==> config.mk <==
export PLATFORM = sky130hd
export DESIGN_NAME = dac_mode_control_attenuator
export DESIGN_NICKNAME = d
export VERILOG_FILES = /design/src/logic/dac_mode_pkg.sv /design/src/logic/pin_sync3.sv /design/src/logic/atten_channel.sv /design/src/logic/dac_mode_control_attenuator.sv
export SDC_FILE = /design/constraint.sdc
export NUM_CORES = 2
export LEC_CHECK = 0
export BUFFER_PORTS_ARGS = -buffer_cell sky130_fd_sc_hd__buf_2
export CORE_MARGIN = 3
export CORE_UTILIZATION = 55
export DETAILED_ROUTE_END_ITERATION = 8
export PLACE_DENSITY_LB_ADDON = 0.25
export SYNTH_ARGS = -nofsm -noshare
export SYNTH_HDL_FRONTEND = slang
export SYNTH_SLANG_ARGS = --single-unit
==> constraint.sdc <==
create_clock -name ref_clk -period 16.1 [get_ports ref_clk]
set_input_delay 0.805 -clock ref_clk [delete_from_list [all_inputs] [get_ports ref_clk]]
set_output_delay 0.805 -clock ref_clk [all_outputs]
set_load 0.005 [all_outputs]
==> src/logic/dac_mode_pkg.sv <==
// Purpose: Shared constants and types for the mode control and attenuator block
// Assumes: 8-bit registers reached through a 16-bit control word
// Notes: Reserved bits are masked to read as zero
package dac_mode_pkg;

    ////////////////////////////////////////////////////////////////////////////
    // Control word layout and register indices
    localparam int WORD_RW_BIT = 15;
    localparam logic [6:0] IDX_LEFT_ATT = 7'h10;
    localparam logic [6:0] IDX_RIGHT_ATT = 7'h11;
    localparam logic [6:0] IDX_MUTE_RAMP = 7'h12;
    localparam logic [6:0] IDX_OUT_DEEMPH = 7'h13;
    localparam logic [6:0] IDX_FMT_FILT_CLK = 7'h14;

    // Mute and ramp control fields
    localparam int MUTE_LEFT_BIT = 0;
    localparam int MUTE_RIGHT_BIT = 1;
    localparam int RAMP_RATE_BIT = 2;
    localparam int LOAD_EN_BIT = 3;
    localparam int ZD_MUTE_BIT = 4;
    localparam int OVERSAMPLE_BIT = 6;
    localparam logic [7:0] MUTE_RAMP_MASK = 8'h5f;

    // Output disable and de-emphasis fields
    localparam int LEFT_DIS_BIT = 0;
    localparam int RIGHT_DIS_BIT = 1;
    localparam int DEEMPH_EN_BIT = 4;
    localparam int DEEMPH_RATE_LSB = 5;
    localparam logic [7:0] OUT_DEEMPH_MASK = 8'h73;
    localparam logic [7:0] FMT_MASK = 8'hff;

    // Reset values
    localparam logic [7:0] ATT_RESET = 8'hff;
    localparam logic [7:0] CTRL_RESET = 8'h00;
    localparam logic [7:0] READ_UNMAPPED = 8'h00;

    ////////////////////////////////////////////////////////////////////////////
    // Attenuator constants
    localparam logic [7:0] ATT_FULL = 8'hff;
    localparam logic [7:0] ATT_MUTE_CODE = 8'h80;
    localparam logic [2:0] STEP_FRAMES_FAST = 3'h2;
    localparam logic [2:0] STEP_FRAMES_SLOW = 3'h4;
    localparam logic [10:0] ZERO_RUN = 11'h400;
    localparam int SAMPLE_W = 24;
    localparam int GAIN_FRAC = 16;
    localparam logic [6:0] GAIN_STEPS = 7'h0c;
    // One 6 dB octave in 0.5 dB steps, taken as an exact halving
    localparam logic [15:0] GAIN_MANT [0:11] = '{16'hffff, 16'hf1ae, 16'he429,
        16'hd766, 16'hcb59, 16'hbff9, 16'hb53b, 16'hab18, 16'ha186, 16'h987d,
        16'h8ff5, 16'h87e7};

    ////////////////////////////////////////////////////////////////////////////
    // Types
    typedef enum logic [1:0] {
        DEEMPH_44K1 = 2'b00,
        DEEMPH_48K = 2'b01,
        DEEMPH_32K = 2'b10,
        DEEMPH_RSVD = 2'b11
    } deemph_rate_t;

    typedef enum logic {
        OS_64X = 1'b0,
        OS_128X = 1'b1
    } os_rate_t;

    typedef enum logic [1:0] {
        RAMP_IDLE = 2'b00,
        RAMP_DOWN = 2'b01,
        RAMP_UP = 2'b10
    } ramp_state_t;

    typedef struct packed {
        logic rw;
        logic [6:0] index;
        logic [7:0] data;
    } ctrl_word_t;

    typedef struct packed {
        ramp_state_t ramp;
        logic [7:0] level;
        logic [10:0] zero_run;
        logic zero_flag;
        logic signed [SAMPLE_W-1:0] out;
    } chan_state_t;

    typedef struct packed {
        logic [2:0] stage;
        logic level;
        logic rise;
    } sync_state_t;

    typedef struct packed {
        logic [7:0] att_left;
        logic [7:0] att_right;
        logic [7:0] mute_ramp;
        logic [7:0] out_deemph;
        logic [7:0] fmt;
        logic [7:0] rd_data;
        logic rd_valid;
        logic [2:0] frame_cnt;
        logic step_tick;
    } bank_state_t;

endpackage

==> src/logic/pin_sync3.sv <==
// Purpose: Three-stage pin synchroniser with agreement filter and rise pulse
// Assumes: Input is asynchronous to ref_clk
// Notes: Stage 0 feeds stage 1 only
`timescale 1ns/1ns
module pin_sync3 (
    input wire logic ref_clk,
    input wire logic rst_n,
    input wire logic pin,
    output logic level,
    output logic rise
);
    dac_mode_pkg::sync_state_t q, d;

    ////////////////////////////////////////////////////////////////////////////
    // Level moves only once stages 1 and 2 agree
    always_comb begin
        d = q;
        d.stage = {q.stage[1:0], pin};
        d.rise = 1'b0;
        if (q.stage[1] == q.stage[2]) begin
            d.level = q.stage[2];
            d.rise = q.stage[2] & ~q.level;
        end
    end

    always_ff @(posedge ref_clk) begin
        if (!rst_n) begin
            q <= '0;
        end else begin
            q <= d;
        end
    end

    assign level = q.level;
    assign rise = q.rise;
endmodule

==> src/logic/atten_channel.sv <==
// Purpose: One channel of stepped attenuator, soft mute, zero detect and output force
// Assumes: frame_tick once per sample, step_tick from the shared ramp divider
// Notes: Output is refreshed once per frame
`timescale 1ns/1ns
module atten_channel (
    input wire logic ref_clk,
    input wire logic rst_n,
    input wire logic frame_tick,
    input wire logic step_tick,
    input wire logic load_en,
    input wire logic soft_mute,
    input wire logic [7:0] attenuation_code,
    input wire logic zd_mute_en,
    input wire logic output_disable,
    input wire logic signed [dac_mode_pkg::SAMPLE_W-1:0] sample_in,
    output logic [7:0] level,
    output logic zero_flag,
    output logic signed [dac_mode_pkg::SAMPLE_W-1:0] sample_out
);
    dac_mode_pkg::chan_state_t q, d;
    logic [7:0] target, atten;
    logic [6:0] k, octave, frac_idx;
    logic signed [40:0] prod, scaled;
    logic force_zero;

    ////////////////////////////////////////////////////////////////////////////
    // Gain lookup: mantissa per half-dB step, shift per 6 dB
    always_comb begin
        atten = dac_mode_pkg::ATT_FULL - q.level;
        k = atten[6:0];
        octave = k / dac_mode_pkg::GAIN_STEPS;
        frac_idx = k % dac_mode_pkg::GAIN_STEPS;
        prod = $signed(sample_in) * $signed({1'b0, dac_mode_pkg::GAIN_MANT[frac_idx[3:0]]});
        scaled = (prod >>> dac_mode_pkg::GAIN_FRAC) >>> octave;
    end

    ////////////////////////////////////////////////////////////////////////////
    // Ramp target: mute drives to the mute code, low codes clamp there
    always_comb begin
        d = q;
        if (soft_mute) begin
            target = dac_mode_pkg::ATT_MUTE_CODE; // RULE8
        end else if (attenuation_code < dac_mode_pkg::ATT_MUTE_CODE) begin
            target = dac_mode_pkg::ATT_MUTE_CODE;
        end else begin
            target = attenuation_code; // RULE9
        end
        // Step from the present level, so a new target never causes a jump
        case (q.ramp)
            dac_mode_pkg::RAMP_IDLE, dac_mode_pkg::RAMP_DOWN, dac_mode_pkg::RAMP_UP: begin
                if (step_tick && q.level > target) begin
                    d.level = q.level - 8'h01; // RULE10 RULE21
                end else if (step_tick && q.level < target) begin
                    d.level = q.level + 8'h01; // RULE10 RULE21
                end
                if (d.level > target) begin
                    d.ramp = dac_mode_pkg::RAMP_DOWN;
                end else if (d.level < target) begin
                    d.ramp = dac_mode_pkg::RAMP_UP;
                end else begin
                    d.ramp = dac_mode_pkg::RAMP_IDLE;
                end
            end
            default: begin
                d.ramp = dac_mode_pkg::RAMP_IDLE;
            end
        endcase
        // Disabled attenuator loses its level and passes full scale
        if (!load_en) begin
            d.level = dac_mode_pkg::ATT_FULL; // RULE5 RULE6
            d.ramp = dac_mode_pkg::RAMP_IDLE;
        end
        // Zero run counter saturates at the detect length
        if (frame_tick) begin
            if (sample_in == '0) begin
                if (q.zero_run != dac_mode_pkg::ZERO_RUN) begin
                    d.zero_run = q.zero_run + 11'h001; // RULE19
                end
            end else begin
                d.zero_run = '0;
            end
            d.zero_flag = (d.zero_run == dac_mode_pkg::ZERO_RUN); // RULE19 RULE11
        end
        // Zero-detect mute uses the flag, the enable never touches the flag
        force_zero = output_disable || (zd_mute_en && d.zero_flag) // RULE14 RULE20 RULE11
            || (q.level <= dac_mode_pkg::ATT_MUTE_CODE); // RULE4
        if (frame_tick) begin
            if (force_zero) begin
                d.out = '0;
            end else if (q.level == dac_mode_pkg::ATT_FULL) begin
                d.out = sample_in;
            end else begin
                d.out = scaled[dac_mode_pkg::SAMPLE_W-1:0]; // RULE3
            end
        end
    end

    always_ff @(posedge ref_clk) begin
        if (!rst_n) begin
            q <= '{ramp: dac_mode_pkg::RAMP_IDLE, level: dac_mode_pkg::ATT_FULL,
                   zero_run: 11'h000, zero_flag: 1'b0, out: '0};
        end else begin
            q <= d;
        end
    end

    assign level = q.level;
    assign zero_flag = q.zero_flag;
    assign sample_out = q.out;
endmodule

==> src/logic/dac_mode_control_attenuator.sv <==
// Purpose: Mode control registers 0x10..0x14 with stereo attenuator and soft mute
// Assumes: Control words arrive already deserialised as one-cycle strobes
// Notes: Unmapped indices read as zero, reserved bits are masked
// Contract
// RULE1: Word MSB zero writes the indexed register, one reads it.
// RULE2: Each channel keeps its own 8-bit attenuation, reset to all ones.
// RULE3: Codes 129 to 255 give gain of half dB times code minus 255.
// RULE4: Codes 0 to 128 mute the channel completely.
// RULE5: Shared load enable must be one for attenuators to act.
// RULE6: Load enable resets to zero; clearing it drops held attenuation data.
// RULE7: Host should set load enable right after every reset.
// RULE8: Soft mute steps the level down by half dB to full mute.
// RULE9: Releasing soft mute steps the level back up to programmed value.
// RULE10: One step per two frames, or four when ramp rate bit set.
// RULE11: Zero-detect mute enable gates muting only, never the zero flags.
// RULE12: Oversampling bit picks 64x at zero, 128x at one.
// RULE13: Host uses 128x only for sample rates up to 96 kHz.
// RULE14: Output disable forces midscale, otherwise audio passes.
// RULE15: Both output disable bits reset to zero.
// RULE16: De-emphasis enable resets to zero and switches de-emphasis.
// RULE17: Two-bit de-emphasis rate: 44.1, 48, 32 kHz, reserved.
// RULE18: Soft mute bits reset to zero.
// RULE19: 1024 zero frames in a row raise the channel zero flag.
// RULE20: With zero-detect mute on, a zero channel is forced to midscale.
// RULE21: New target during a ramp continues stepping from present level.
// RULE22: Ramp steps count frames taken from the frame clock.
`timescale 1ns/1ns
module dac_mode_control_attenuator (
    input wire logic ref_clk,
    input wire logic rst_n,
    input wire dac_mode_pkg::ctrl_word_t ctrl_word,
    input wire logic ctrl_valid,
    input wire logic frame_clock,
    input wire logic signed [dac_mode_pkg::SAMPLE_W-1:0] left_data,
    input wire logic signed [dac_mode_pkg::SAMPLE_W-1:0] right_data,
    output logic [7:0] read_data,
    output logic read_valid,
    output logic signed [dac_mode_pkg::SAMPLE_W-1:0] left_output,
    output logic signed [dac_mode_pkg::SAMPLE_W-1:0] right_output,
    output logic zero_flag_left,
    output logic zero_flag_right,
    output logic [7:0] left_level,
    output logic [7:0] right_level,
    output dac_mode_pkg::os_rate_t oversample_rate,
    output logic deemphasis_enable,
    output dac_mode_pkg::deemph_rate_t deemphasis_rate_select,
    output logic [7:0] format_filter_clock
);
    dac_mode_pkg::bank_state_t q, d;
    logic frame_tick;
    logic attenuator_load_enable, soft_mute_left, soft_mute_right;
    logic ramp_rate_select, zero_detect_mute_enable;
    logic left_output_disable, right_output_disable;
    logic [2:0] step_frames;
    logic wr, rd;

    ////////////////////////////////////////////////////////////////////////////
    // Frame clock pin: one tick per sample period
    pin_sync3 frame_sync (
        .ref_clk(ref_clk),
        .rst_n(rst_n),
        .pin(frame_clock),
        .level(),
        .rise(frame_tick)
    );

    ////////////////////////////////////////////////////////////////////////////
    // Field views of the control registers
    assign attenuator_load_enable = q.mute_ramp[dac_mode_pkg::LOAD_EN_BIT];
    assign soft_mute_left = q.mute_ramp[dac_mode_pkg::MUTE_LEFT_BIT];
    assign soft_mute_right = q.mute_ramp[dac_mode_pkg::MUTE_RIGHT_BIT];
    assign ramp_rate_select = q.mute_ramp[dac_mode_pkg::RAMP_RATE_BIT];
    assign zero_detect_mute_enable = q.mute_ramp[dac_mode_pkg::ZD_MUTE_BIT];
    assign left_output_disable = q.out_deemph[dac_mode_pkg::LEFT_DIS_BIT];
    assign right_output_disable = q.out_deemph[dac_mode_pkg::RIGHT_DIS_BIT];
    assign wr = ctrl_valid && !ctrl_word.rw; // RULE1
    assign rd = ctrl_valid && ctrl_word.rw; // RULE1

    // Mode outputs straight from register flops
    assign oversample_rate = dac_mode_pkg::os_rate_t'(
        q.mute_ramp[dac_mode_pkg::OVERSAMPLE_BIT]); // RULE12
    assign deemphasis_enable = q.out_deemph[dac_mode_pkg::DEEMPH_EN_BIT]; // RULE16
    assign deemphasis_rate_select = dac_mode_pkg::deemph_rate_t'(
        q.out_deemph[dac_mode_pkg::DEEMPH_RATE_LSB +: 2]); // RULE17
    assign format_filter_clock = q.fmt;
    assign read_data = q.rd_data;
    assign read_valid = q.rd_valid;

    ////////////////////////////////////////////////////////////////////////////
    // Register bank, read path and ramp divider
    always_comb begin
        d = q;
        d.rd_valid = 1'b0;
        d.step_tick = 1'b0;
        // Writes; attenuation writes are ignored while the load enable is low
        if (wr) begin
            case (ctrl_word.index)
                dac_mode_pkg::IDX_LEFT_ATT: begin
                    if (attenuator_load_enable) begin
                        d.att_left = ctrl_word.data; // RULE2
                    end
                end
                dac_mode_pkg::IDX_RIGHT_ATT: begin
                    if (attenuator_load_enable) begin
                        d.att_right = ctrl_word.data; // RULE2
                    end
                end
                dac_mode_pkg::IDX_MUTE_RAMP: begin
                    d.mute_ramp = ctrl_word.data & dac_mode_pkg::MUTE_RAMP_MASK;
                end
                dac_mode_pkg::IDX_OUT_DEEMPH: begin
                    d.out_deemph = ctrl_word.data & dac_mode_pkg::OUT_DEEMPH_MASK;
                end
                dac_mode_pkg::IDX_FMT_FILT_CLK: begin
                    d.fmt = ctrl_word.data & dac_mode_pkg::FMT_MASK;
                end
                default: begin
                    d.fmt = q.fmt;
                end
            endcase
        end
        // Clearing the load enable discards both attenuation settings
        if (!d.mute_ramp[dac_mode_pkg::LOAD_EN_BIT]) begin
            d.att_left = dac_mode_pkg::ATT_RESET; // RULE6
            d.att_right = dac_mode_pkg::ATT_RESET; // RULE6
        end
        // Reads answer the next cycle; unmapped indices read as zero
        if (rd) begin
            d.rd_valid = 1'b1;
            case (ctrl_word.index)
                dac_mode_pkg::IDX_LEFT_ATT: d.rd_data = q.att_left;
                dac_mode_pkg::IDX_RIGHT_ATT: d.rd_data = q.att_right;
                dac_mode_pkg::IDX_MUTE_RAMP: d.rd_data = q.mute_ramp;
                dac_mode_pkg::IDX_OUT_DEEMPH: d.rd_data = q.out_deemph;
                dac_mode_pkg::IDX_FMT_FILT_CLK: d.rd_data = q.fmt;
                default: d.rd_data = dac_mode_pkg::READ_UNMAPPED;
            endcase
        end
        // Step pulse every two or four frames
        step_frames = ramp_rate_select ? dac_mode_pkg::STEP_FRAMES_SLOW
                                       : dac_mode_pkg::STEP_FRAMES_FAST; // RULE10
        if (frame_tick) begin
            if (q.frame_cnt + 3'h1 >= step_frames) begin
                d.frame_cnt = 3'h0;
                d.step_tick = 1'b1; // RULE22
            end else begin
                d.frame_cnt = q.frame_cnt + 3'h1; // RULE22
            end
        end
    end

    // Reset leaves mute off, outputs enabled, load enable low
    always_ff @(posedge ref_clk) begin
        if (!rst_n) begin
            q <= '{att_left: dac_mode_pkg::ATT_RESET, // RULE2
                   att_right: dac_mode_pkg::ATT_RESET,
                   mute_ramp: dac_mode_pkg::CTRL_RESET, // RULE6 RULE18 RULE11
                   out_deemph: dac_mode_pkg::CTRL_RESET, // RULE15 RULE16 RULE17
                   fmt: dac_mode_pkg::CTRL_RESET,
                   rd_data: dac_mode_pkg::READ_UNMAPPED,
                   rd_valid: 1'b0, frame_cnt: 3'h0, step_tick: 1'b0};
        end else begin
            q <= d;
        end
    end

    ////////////////////////////////////////////////////////////////////////////
    // Two identical channels
    atten_channel left_chan (
        .ref_clk(ref_clk),
        .rst_n(rst_n),
        .frame_tick(frame_tick),
        .step_tick(q.step_tick),
        .load_en(attenuator_load_enable),
        .soft_mute(soft_mute_left),
        .attenuation_code(q.att_left),
        .zd_mute_en(zero_detect_mute_enable),
        .output_disable(left_output_disable),
        .sample_in(left_data),
        .level(left_level),
        .zero_flag(zero_flag_left),
        .sample_out(left_output)
    );

    atten_channel right_chan (
        .ref_clk(ref_clk),
        .rst_n(rst_n),
        .frame_tick(frame_tick),
        .step_tick(q.step_tick),
        .load_en(attenuator_load_enable),
        .soft_mute(soft_mute_right),
        .attenuation_code(q.att_right),
        .zd_mute_en(zero_detect_mute_enable),
        .output_disable(right_output_disable),
        .sample_in(right_data),
        .level(right_level),
        .zero_flag(zero_flag_right),
        .sample_out(right_output)
    );
endmodule

# ---- Yosys cells after proc, flatten, opt, wreduce, memory -nomap -nowiden
# Memories as Yosys holds them, arrays and structs flattened.
# Cells that the tools add are included.
dict set report totals {
  mem_bits_ro 512
  regBits 145
  output_inout_bits 87
  in_bits 68
  mem_count 2
}
dict set report op_classes {
  mul 2
  reduce_logical 32
  order_cmp 15
  n_mux 39
  eq_ne 16
  shift 2
  addsub 9
  div_mod_pow 4
  bitwise_logic 8
}
# name words width rd rd_clocked_by_memory_dff write_ports line_no
set memory_table {}
lappend memory_table {{(no name shown)} 16 16 1 0 0 atten_channel.sv:33} ;# prod = $signed(sample_in) * $signed({1'b0, dac_mode_pkg::GAIN_MANT[frac_idx[3:0]]});
lappend memory_table {{(no name shown)} 16 16 1 0 0 atten_channel.sv:33}
# op n
set ops {}
lappend ops {{24-bit 2-to-1 mux} 4}
lappend ops {{8-bit 2-to-1 mux} 11}
lappend ops {{24-bit by 17-bit multiplier with 41-bit output} 2}
lappend ops {{11-bit 2-to-1 mux} 6}
lappend ops {{16-bit 2-to-1 mux} 4}
lappend ops {{25-bit by 7-bit >>> shifter with 24-bit output} 2}
lappend ops {{24-bit logical NOT} 2}
lappend ops {{8-bit case mux with 5 select lines} 1}
lappend ops {{7-bit by 5-bit == test with 1-bit output (second input constant)} 5}
lappend ops {{8-bit greater-than comparator} 4}
lappend ops {{8-bit less-than comparator} 4}
lappend ops {{11-bit by 1-bit adder with 11-bit output (second input constant)} 2}
lappend ops {{11-bit == test (second input constant)} 2}
lappend ops {{11-bit != test (second input constant)} 2}
lappend ops {{20-bit 2-to-1 mux} 1}
lappend ops {{8-bit by 1-bit adder with 8-bit output (second input constant)} 2}
lappend ops {{8-bit == test (second input constant)} 2}
lappend ops {{8-bit <= comparator (second input constant)} 2}
lappend ops {{8-bit less-than comparator (second input constant)} 2}
lappend ops {{8-bit by 1-bit subtractor with 8-bit output (second input constant)} 2}
lappend ops {{7-bit by 4-bit divider with 7-bit output (second input constant)} 2}
lappend ops {{7-bit by 4-bit remainder unit with 7-bit output (second input constant)} 2}
lappend ops {{2-bit AND reduction} 7}
lappend ops {{7-bit subtractor (first input constant)} 2}
lappend ops {{21 further kinds} 52}

# ---- Logic depth before layout (Yosys ltp)
dict set report depth {
  depth_word 11
  depth_mapped 38
  depth_no_buf 34
}

# ---- Cells and area by module
# From an unflattened synthesis, not the netlist that was laid out.
dict set report hier_totals {
  hier_cells 4769
  area_unflattened_um2 39999.6
}
# module n_inst cells_each area_each_um2
set by_module_without_submodules {}
lappend by_module_without_submodules {{atten_channel (left_chan)} 1 2276 18851.8}
lappend by_module_without_submodules {{atten_channel (right_chan)} 1 2230 18694.2}
lappend by_module_without_submodules {dac_mode_control_attenuator 1 251 2304.7}
lappend by_module_without_submodules {pin_sync3 1 12 148.9}

# ---- Worst setup path before layout
# OpenSTA, ideal clock, no wires.
dict set report synth_path {
  kind {register -> register}
  startpoint {reg left_chan.q (netlist bit left_chan.level[3])}
  endpoint {reg left_chan.q (netlist bit left_chan.sample_out[14])}
  t_required_ps 15983
  path_slack_ps 7868
  t_arrival_ps 8115
  path_buffers 5
  path_stages_with_launch 32
  setup_time_ps 117
  path_cell_list {dfxtp_1 buf_2 clkbuf_1 nor2_1 a2111oi_0 a21oi_1 buf_2 a21oi_1 clkbuf_1 nand2_1 fa_1 inv_1 fa_1 fa_1 fa_1 fa_1 inv_1 fa_1 inv_1 ha_1 buf_2 inv_1 nor3_2 nand2_1 a21oi_1 a211oi_4 and4_1 or3_1 nor3_2 a21o_1 nand2_1 a32o_1}
}
dict set report synth_between {
  elab_chain_len 10
}
# element line_no
set synth_rtl {}
lappend synth_rtl {{from (decl)} atten_channel.sv:20} ;# dac_mode_pkg::chan_state_t q, d;
lappend synth_rtl {{from (signal assigned)} atten_channel.sv:100} ;# q <= '{ramp: dac_mode_pkg::RAMP_IDLE, level: dac_mode_pkg::ATT_FULL,
lappend synth_rtl {{7-bit subtractor} atten_channel.sv:29} ;# atten = dac_mode_pkg::ATT_FULL - q.level;
lappend synth_rtl {{7-bit by 4-bit remainder unit with 7-bit output} atten_channel.sv:32} ;# frac_idx = k % dac_mode_pkg::GAIN_STEPS;
lappend synth_rtl {{4-bit inverter with 5-bit output (not written as such)} atten_channel.sv:33}
lappend synth_rtl {{memory 16 x 16 bit} --}
lappend synth_rtl {{16-bit 2-to-1 mux (not written as such) (2 in a row)} atten_channel.sv:33}
lappend synth_rtl {{24-bit by 17-bit multiplier with 41-bit output} atten_channel.sv:33}
lappend synth_rtl {{25-bit by 7-bit >>> shifter with 24-bit output} atten_channel.sv:34} ;# scaled = (prod >>> dac_mode_pkg::GAIN_FRAC) >>> octave;
lappend synth_rtl {{24-bit 2-to-1 mux} atten_channel.sv:90} ;# end else if (q.level == dac_mode_pkg::ATT_FULL) begin
lappend synth_rtl {{24-bit 2-to-1 mux *} atten_channel.sv:88} ;# if (force_zero) begin
# Every way passes the cells marked *; elsewhere a longest branch is shown, timed or not. The select of a mux whose other input is x is not followed.
# A chain may end at the register's enable or synchronous reset.

# ---- Final worst setup path
dict set report layout_path {
  startpoint {reg right_chan.q (netlist bit right_chan.level[2])}
  endpoint {reg right_chan.q (netlist bit right_chan.sample_out[21])}
}
dict set report layout_between {
  elab_chain_len 10
}
# element line_no
set layout_rtl {}
lappend layout_rtl {{from (decl)} atten_channel.sv:20}
lappend layout_rtl {{from (signal assigned)} atten_channel.sv:100}
lappend layout_rtl {{7-bit subtractor} atten_channel.sv:29}
lappend layout_rtl {{7-bit by 4-bit remainder unit with 7-bit output} atten_channel.sv:32}
lappend layout_rtl {{4-bit inverter with 5-bit output (not written as such)} atten_channel.sv:33}
lappend layout_rtl {{memory 16 x 16 bit} --}
lappend layout_rtl {{16-bit 2-to-1 mux (not written as such) (2 in a row)} atten_channel.sv:33}
lappend layout_rtl {{24-bit by 17-bit multiplier with 41-bit output} atten_channel.sv:33}
lappend layout_rtl {{25-bit by 7-bit >>> shifter with 24-bit output} atten_channel.sv:34}
lappend layout_rtl {{24-bit 2-to-1 mux} atten_channel.sv:90}
lappend layout_rtl {{24-bit 2-to-1 mux *} atten_channel.sv:88}
# Marks and branches as above.

==> metrics.md <==
| Metric | Value |
|---|---|
| Synth cell types | `108` |
| Synth warn | `0` |
| CTS tree | `done` |
| Synthesized cell area | `39700 µm²` |
| Initial antenna violation count | `3` |
| Final Max Tran Viols | `0` |
| Post-synthesis sequential area ratio | `0.0732` |
| Slowest CP cell | `a311oi_2` |
| FMAX | `a little under 100 MHz` |
| Top cells by area, synth | `fa_1 38%, inv_1 8.8%, ha_1 7.5%, dfxtp_1 7.3%, nand2_1 6.5%` |
| Flop and latch count out of synthesis | `roughly 150` |
| Row count | `97` |
| # IOs | `155` |
| Core area | `70800 µm²` |
| Top-count cell post-synth | `inv_1` |
| Number of iterations in the first detailed-routing pass | `7` |
| Status | `finished clean` |
| Area leader, netlist | `fa_1` |
| Overflow after GRT | `0` |
| TNS Setup | `0 ns` |
| Synth top cells by count | `926 x inv_1, 750 x fa_1, 688 x nand2_1` |
| Routed WL per cell | `19.7 µm` |
| Critical path class | `flop to flop` |
| Hold Fails Final Rpt | `0` |
| Die area | `75400 µm²` |
| Nets@finish | `5720` |
| Port Buf Inserts | `154` |
| Met1 Use GR | `0.427` |
| Vias per inst | `5.79` |
| Worst-Margin Slew | `1.18 ns` |
| Gr busiest metal | `met2` |
| Vias in the first global route | `33.4k` |
| CTS sink cnt | `145` |
| CP dominant cell by count | `fa_1` |
| Vias | `between 30k and 40k` |
| Routability Congestion | `0.968` |
| Initial Utilization | `0.561` |
| CTS Buf Count | `17` |
| CP Max Fanout | `25` |
| Largest net degree at the start of global routing | `62` |
| RR Startpoint | `right_chan.level[2]` |
| Relative slew slack | `0.211` |
| Horiz. Die Dim | `275 µm` |
| Area growth syn-to-layout | `3.41%` |
| Final worst path period share | `0.631` |
| Synth top area share | `0.379` |
| Post-synth EDFFs | `0` |
| Syn_area_per_cell | `8.32 µm²` |
| Detailed Route WL | `111 mm` |
| Critical Path AT | `10.53 ns` |
| Mapped Cells | `~4.8k` |
| Clock slew at reported path FFs | `0.06 ns` |
| Top_reg_cell synth | `dfxtp_1` |
| Grt met3 use | `0.0560` |
| R2r setup slk | `5.94 ns` |
| Final WS setup | `5.94 ns` |
| Crit. End Element | `flop` |
| Clock Tree Buf Depth | `2` |
| Fraction of registers with async set/reset | `0` |
| CP Launch Type | `flop` |
| Mapped Nets | `about 5.8k` |
| Worst skew pair latency | `0.44 ns` |
| Cell depth of the worst flop-to-flop path | `30` |
| Setup Buffers After CTS | `0` |
| M2 GR Usage | `0.482` |
| Finished Core Util | `0.580` |
| DRC | `0` |
| Post-CTS resize count | `0` |
| DP Wirelength | `84.3 mm` |
| Crit path time final | `10.16 ns` |
| # setup viols final | `0` |
| Max cap viols | `0` |
| R2R Path End | `right_chan.sample_out[21]` |
| Placement Setup Slack | `6.13 ns` |
| Clock Skew | `0.0195 ns` |
| Die H | `between 200 and 300 µm` |
| CTS root buffer | `clkbuf_16` |
| CP Data Required Time | `between 15 and 20 ns` |
| Origin of the worst setup path | `right_chan.level[2]` |
| Initial drt markers | `2850` |
| FILL cells | `~6.5k` |
| Antenna-violating nets left | `0` |
| Worst hold endpoint | `frame_sync.d[4]` |
| Hold buffers post-CTS | `0` |
| RSZ-0062 raised after global routing | `no` |
| H-tree levels | `4` |
| Worst min-delay path class | `flop to flop` |
| Max stage delay on crit path | `~0.78 ns` |
| Hold Crit Start | `frame_sync.d[3]` |
| Total GRT Usage | `0.303` |
| Global-route wire length before repair | `181 mm` |
| Share of layout cells above drive strength 1 | `0.0703` |
| Hold path cells | `1` |
==> final cells by class <==
type | count | area [µm²] | share of cell area
clock buffer | 20 | 457 | 0.0111
sequential | 145 | 2900 | 0.0708
tap | 940 | 1180 | 0.0287
timing repair buffer | 198 | 1100 | 0.0268
inverter | 930 | 3490 | 0.0851
multi-input combinational | 3373 | 31800 | 0.775
clock inverter | 11 | 81.3 | 0.00198
antenna | 1 | 2.50 | 0.0000610
==> metal layers <==
layer  vias to the layer above  wire length [µm]
met2                      1378             50200
met1                     16300             47100
met5                         -                11
li1                      14700                 -
met4                         2              3470
met3                       220              9930
==> through the flow <==
stage,hold WS (ns),std cells,cell area [µm²]
after floorplan,0.412,4765,39700
after global placement,0.420,5586,40500
after detailed placement,0.425,5586,40500
after CTS,0.438,5617,41000
after global routing,0.452,5617,41000
final,0.434,5618,41000
==> state kept, by name (all words and copies together) (netlist names), 2 cells and up <==
register / count
right_chan.sample_out: 24
deemphasis_rate_select: 2
left_chan.level: 8
left_chan.sample_out: 24
format_filter_clock: 8
right_chan.q: 13
frame_sync.d: 2
right_chan.level: 8
left_chan.q: 13
q: 25
read_data: 8
==> how the worst max path moves through the flow <==
stage | slack [ns] | depth (start not counted) | end
after floorplan | 7.87 | 31 | left_chan.sample_out[14]
after global placement | 6.28 | 30 | right_chan.sample_out[21]
after detailed placement | 6.13 | 30 | right_chan.sample_out[21]
after CTS | 6.09 | 30 | right_chan.sample_out[21]
after global routing | 5.35 | 30 | right_chan.sample_out[21]
final | 5.94 | 30 | right_chan.sample_out[21]
==> cells by family after synthesis <==
logic type,after synthesis,share of synthesized area
DFF,145,0.0732
adders and majority gates,987,0.453
xor gates and xnor gates,92,0.0209
muxes,95,0.0242
AOI/OAI and AO/OA,672,0.115
and+or+nand+nor,1527,0.185
buffers and inverters,1247,0.128
==> worst max-delay path: cells and delay by family (launching register included) <==
kind	cells	cell delay, ns
AOI/OAI and AO/OA	11	3.31
xor gates and xnor gates	1	0.67
adders and majority gates	7	3.48
buffers and inverters	5	1.06
DFF	1	0.69
muxes	1	0.16
and+or+nand+nor	5	0.70
==> layout by cell type, fill, tap and decap left out, types with 23 or more instances in the layout <==
| cell type | instances |
|---|---|
| a211oi_1 | 25 |
| a21oi_1 | 179 |
| a22oi_1 | 25 |
| a31oi_1 | 23 |
| and2_1 | 298 |
| and3_1 | 33 |
| buf_2 | 154 |
| buf_4 | 44 |
| dfxtp_1 | 145 |
| fa_1 | 750 |
| ha_1 | 237 |
| inv_1 | 926 |
| mux2i_1 | 88 |
| nand2_1 | 688 |
| nand2b_1 | 23 |
| nand3_1 | 60 |
| nand4_1 | 30 |
| nor2_1 | 195 |
| nor2b_1 | 31 |
| nor3_1 | 53 |
| nor4_1 | 30 |
| o211ai_1 | 27 |
| o21a_1 | 29 |
| o21ai_0 | 118 |
| o21ai_1 | 25 |
| xnor2_1 | 65 |
| xor2_1 | 24 |
Power is left out: the tool's default activity adds up to more than one toggle a clock period on the data nets, which glitch-free logic cannot reach.
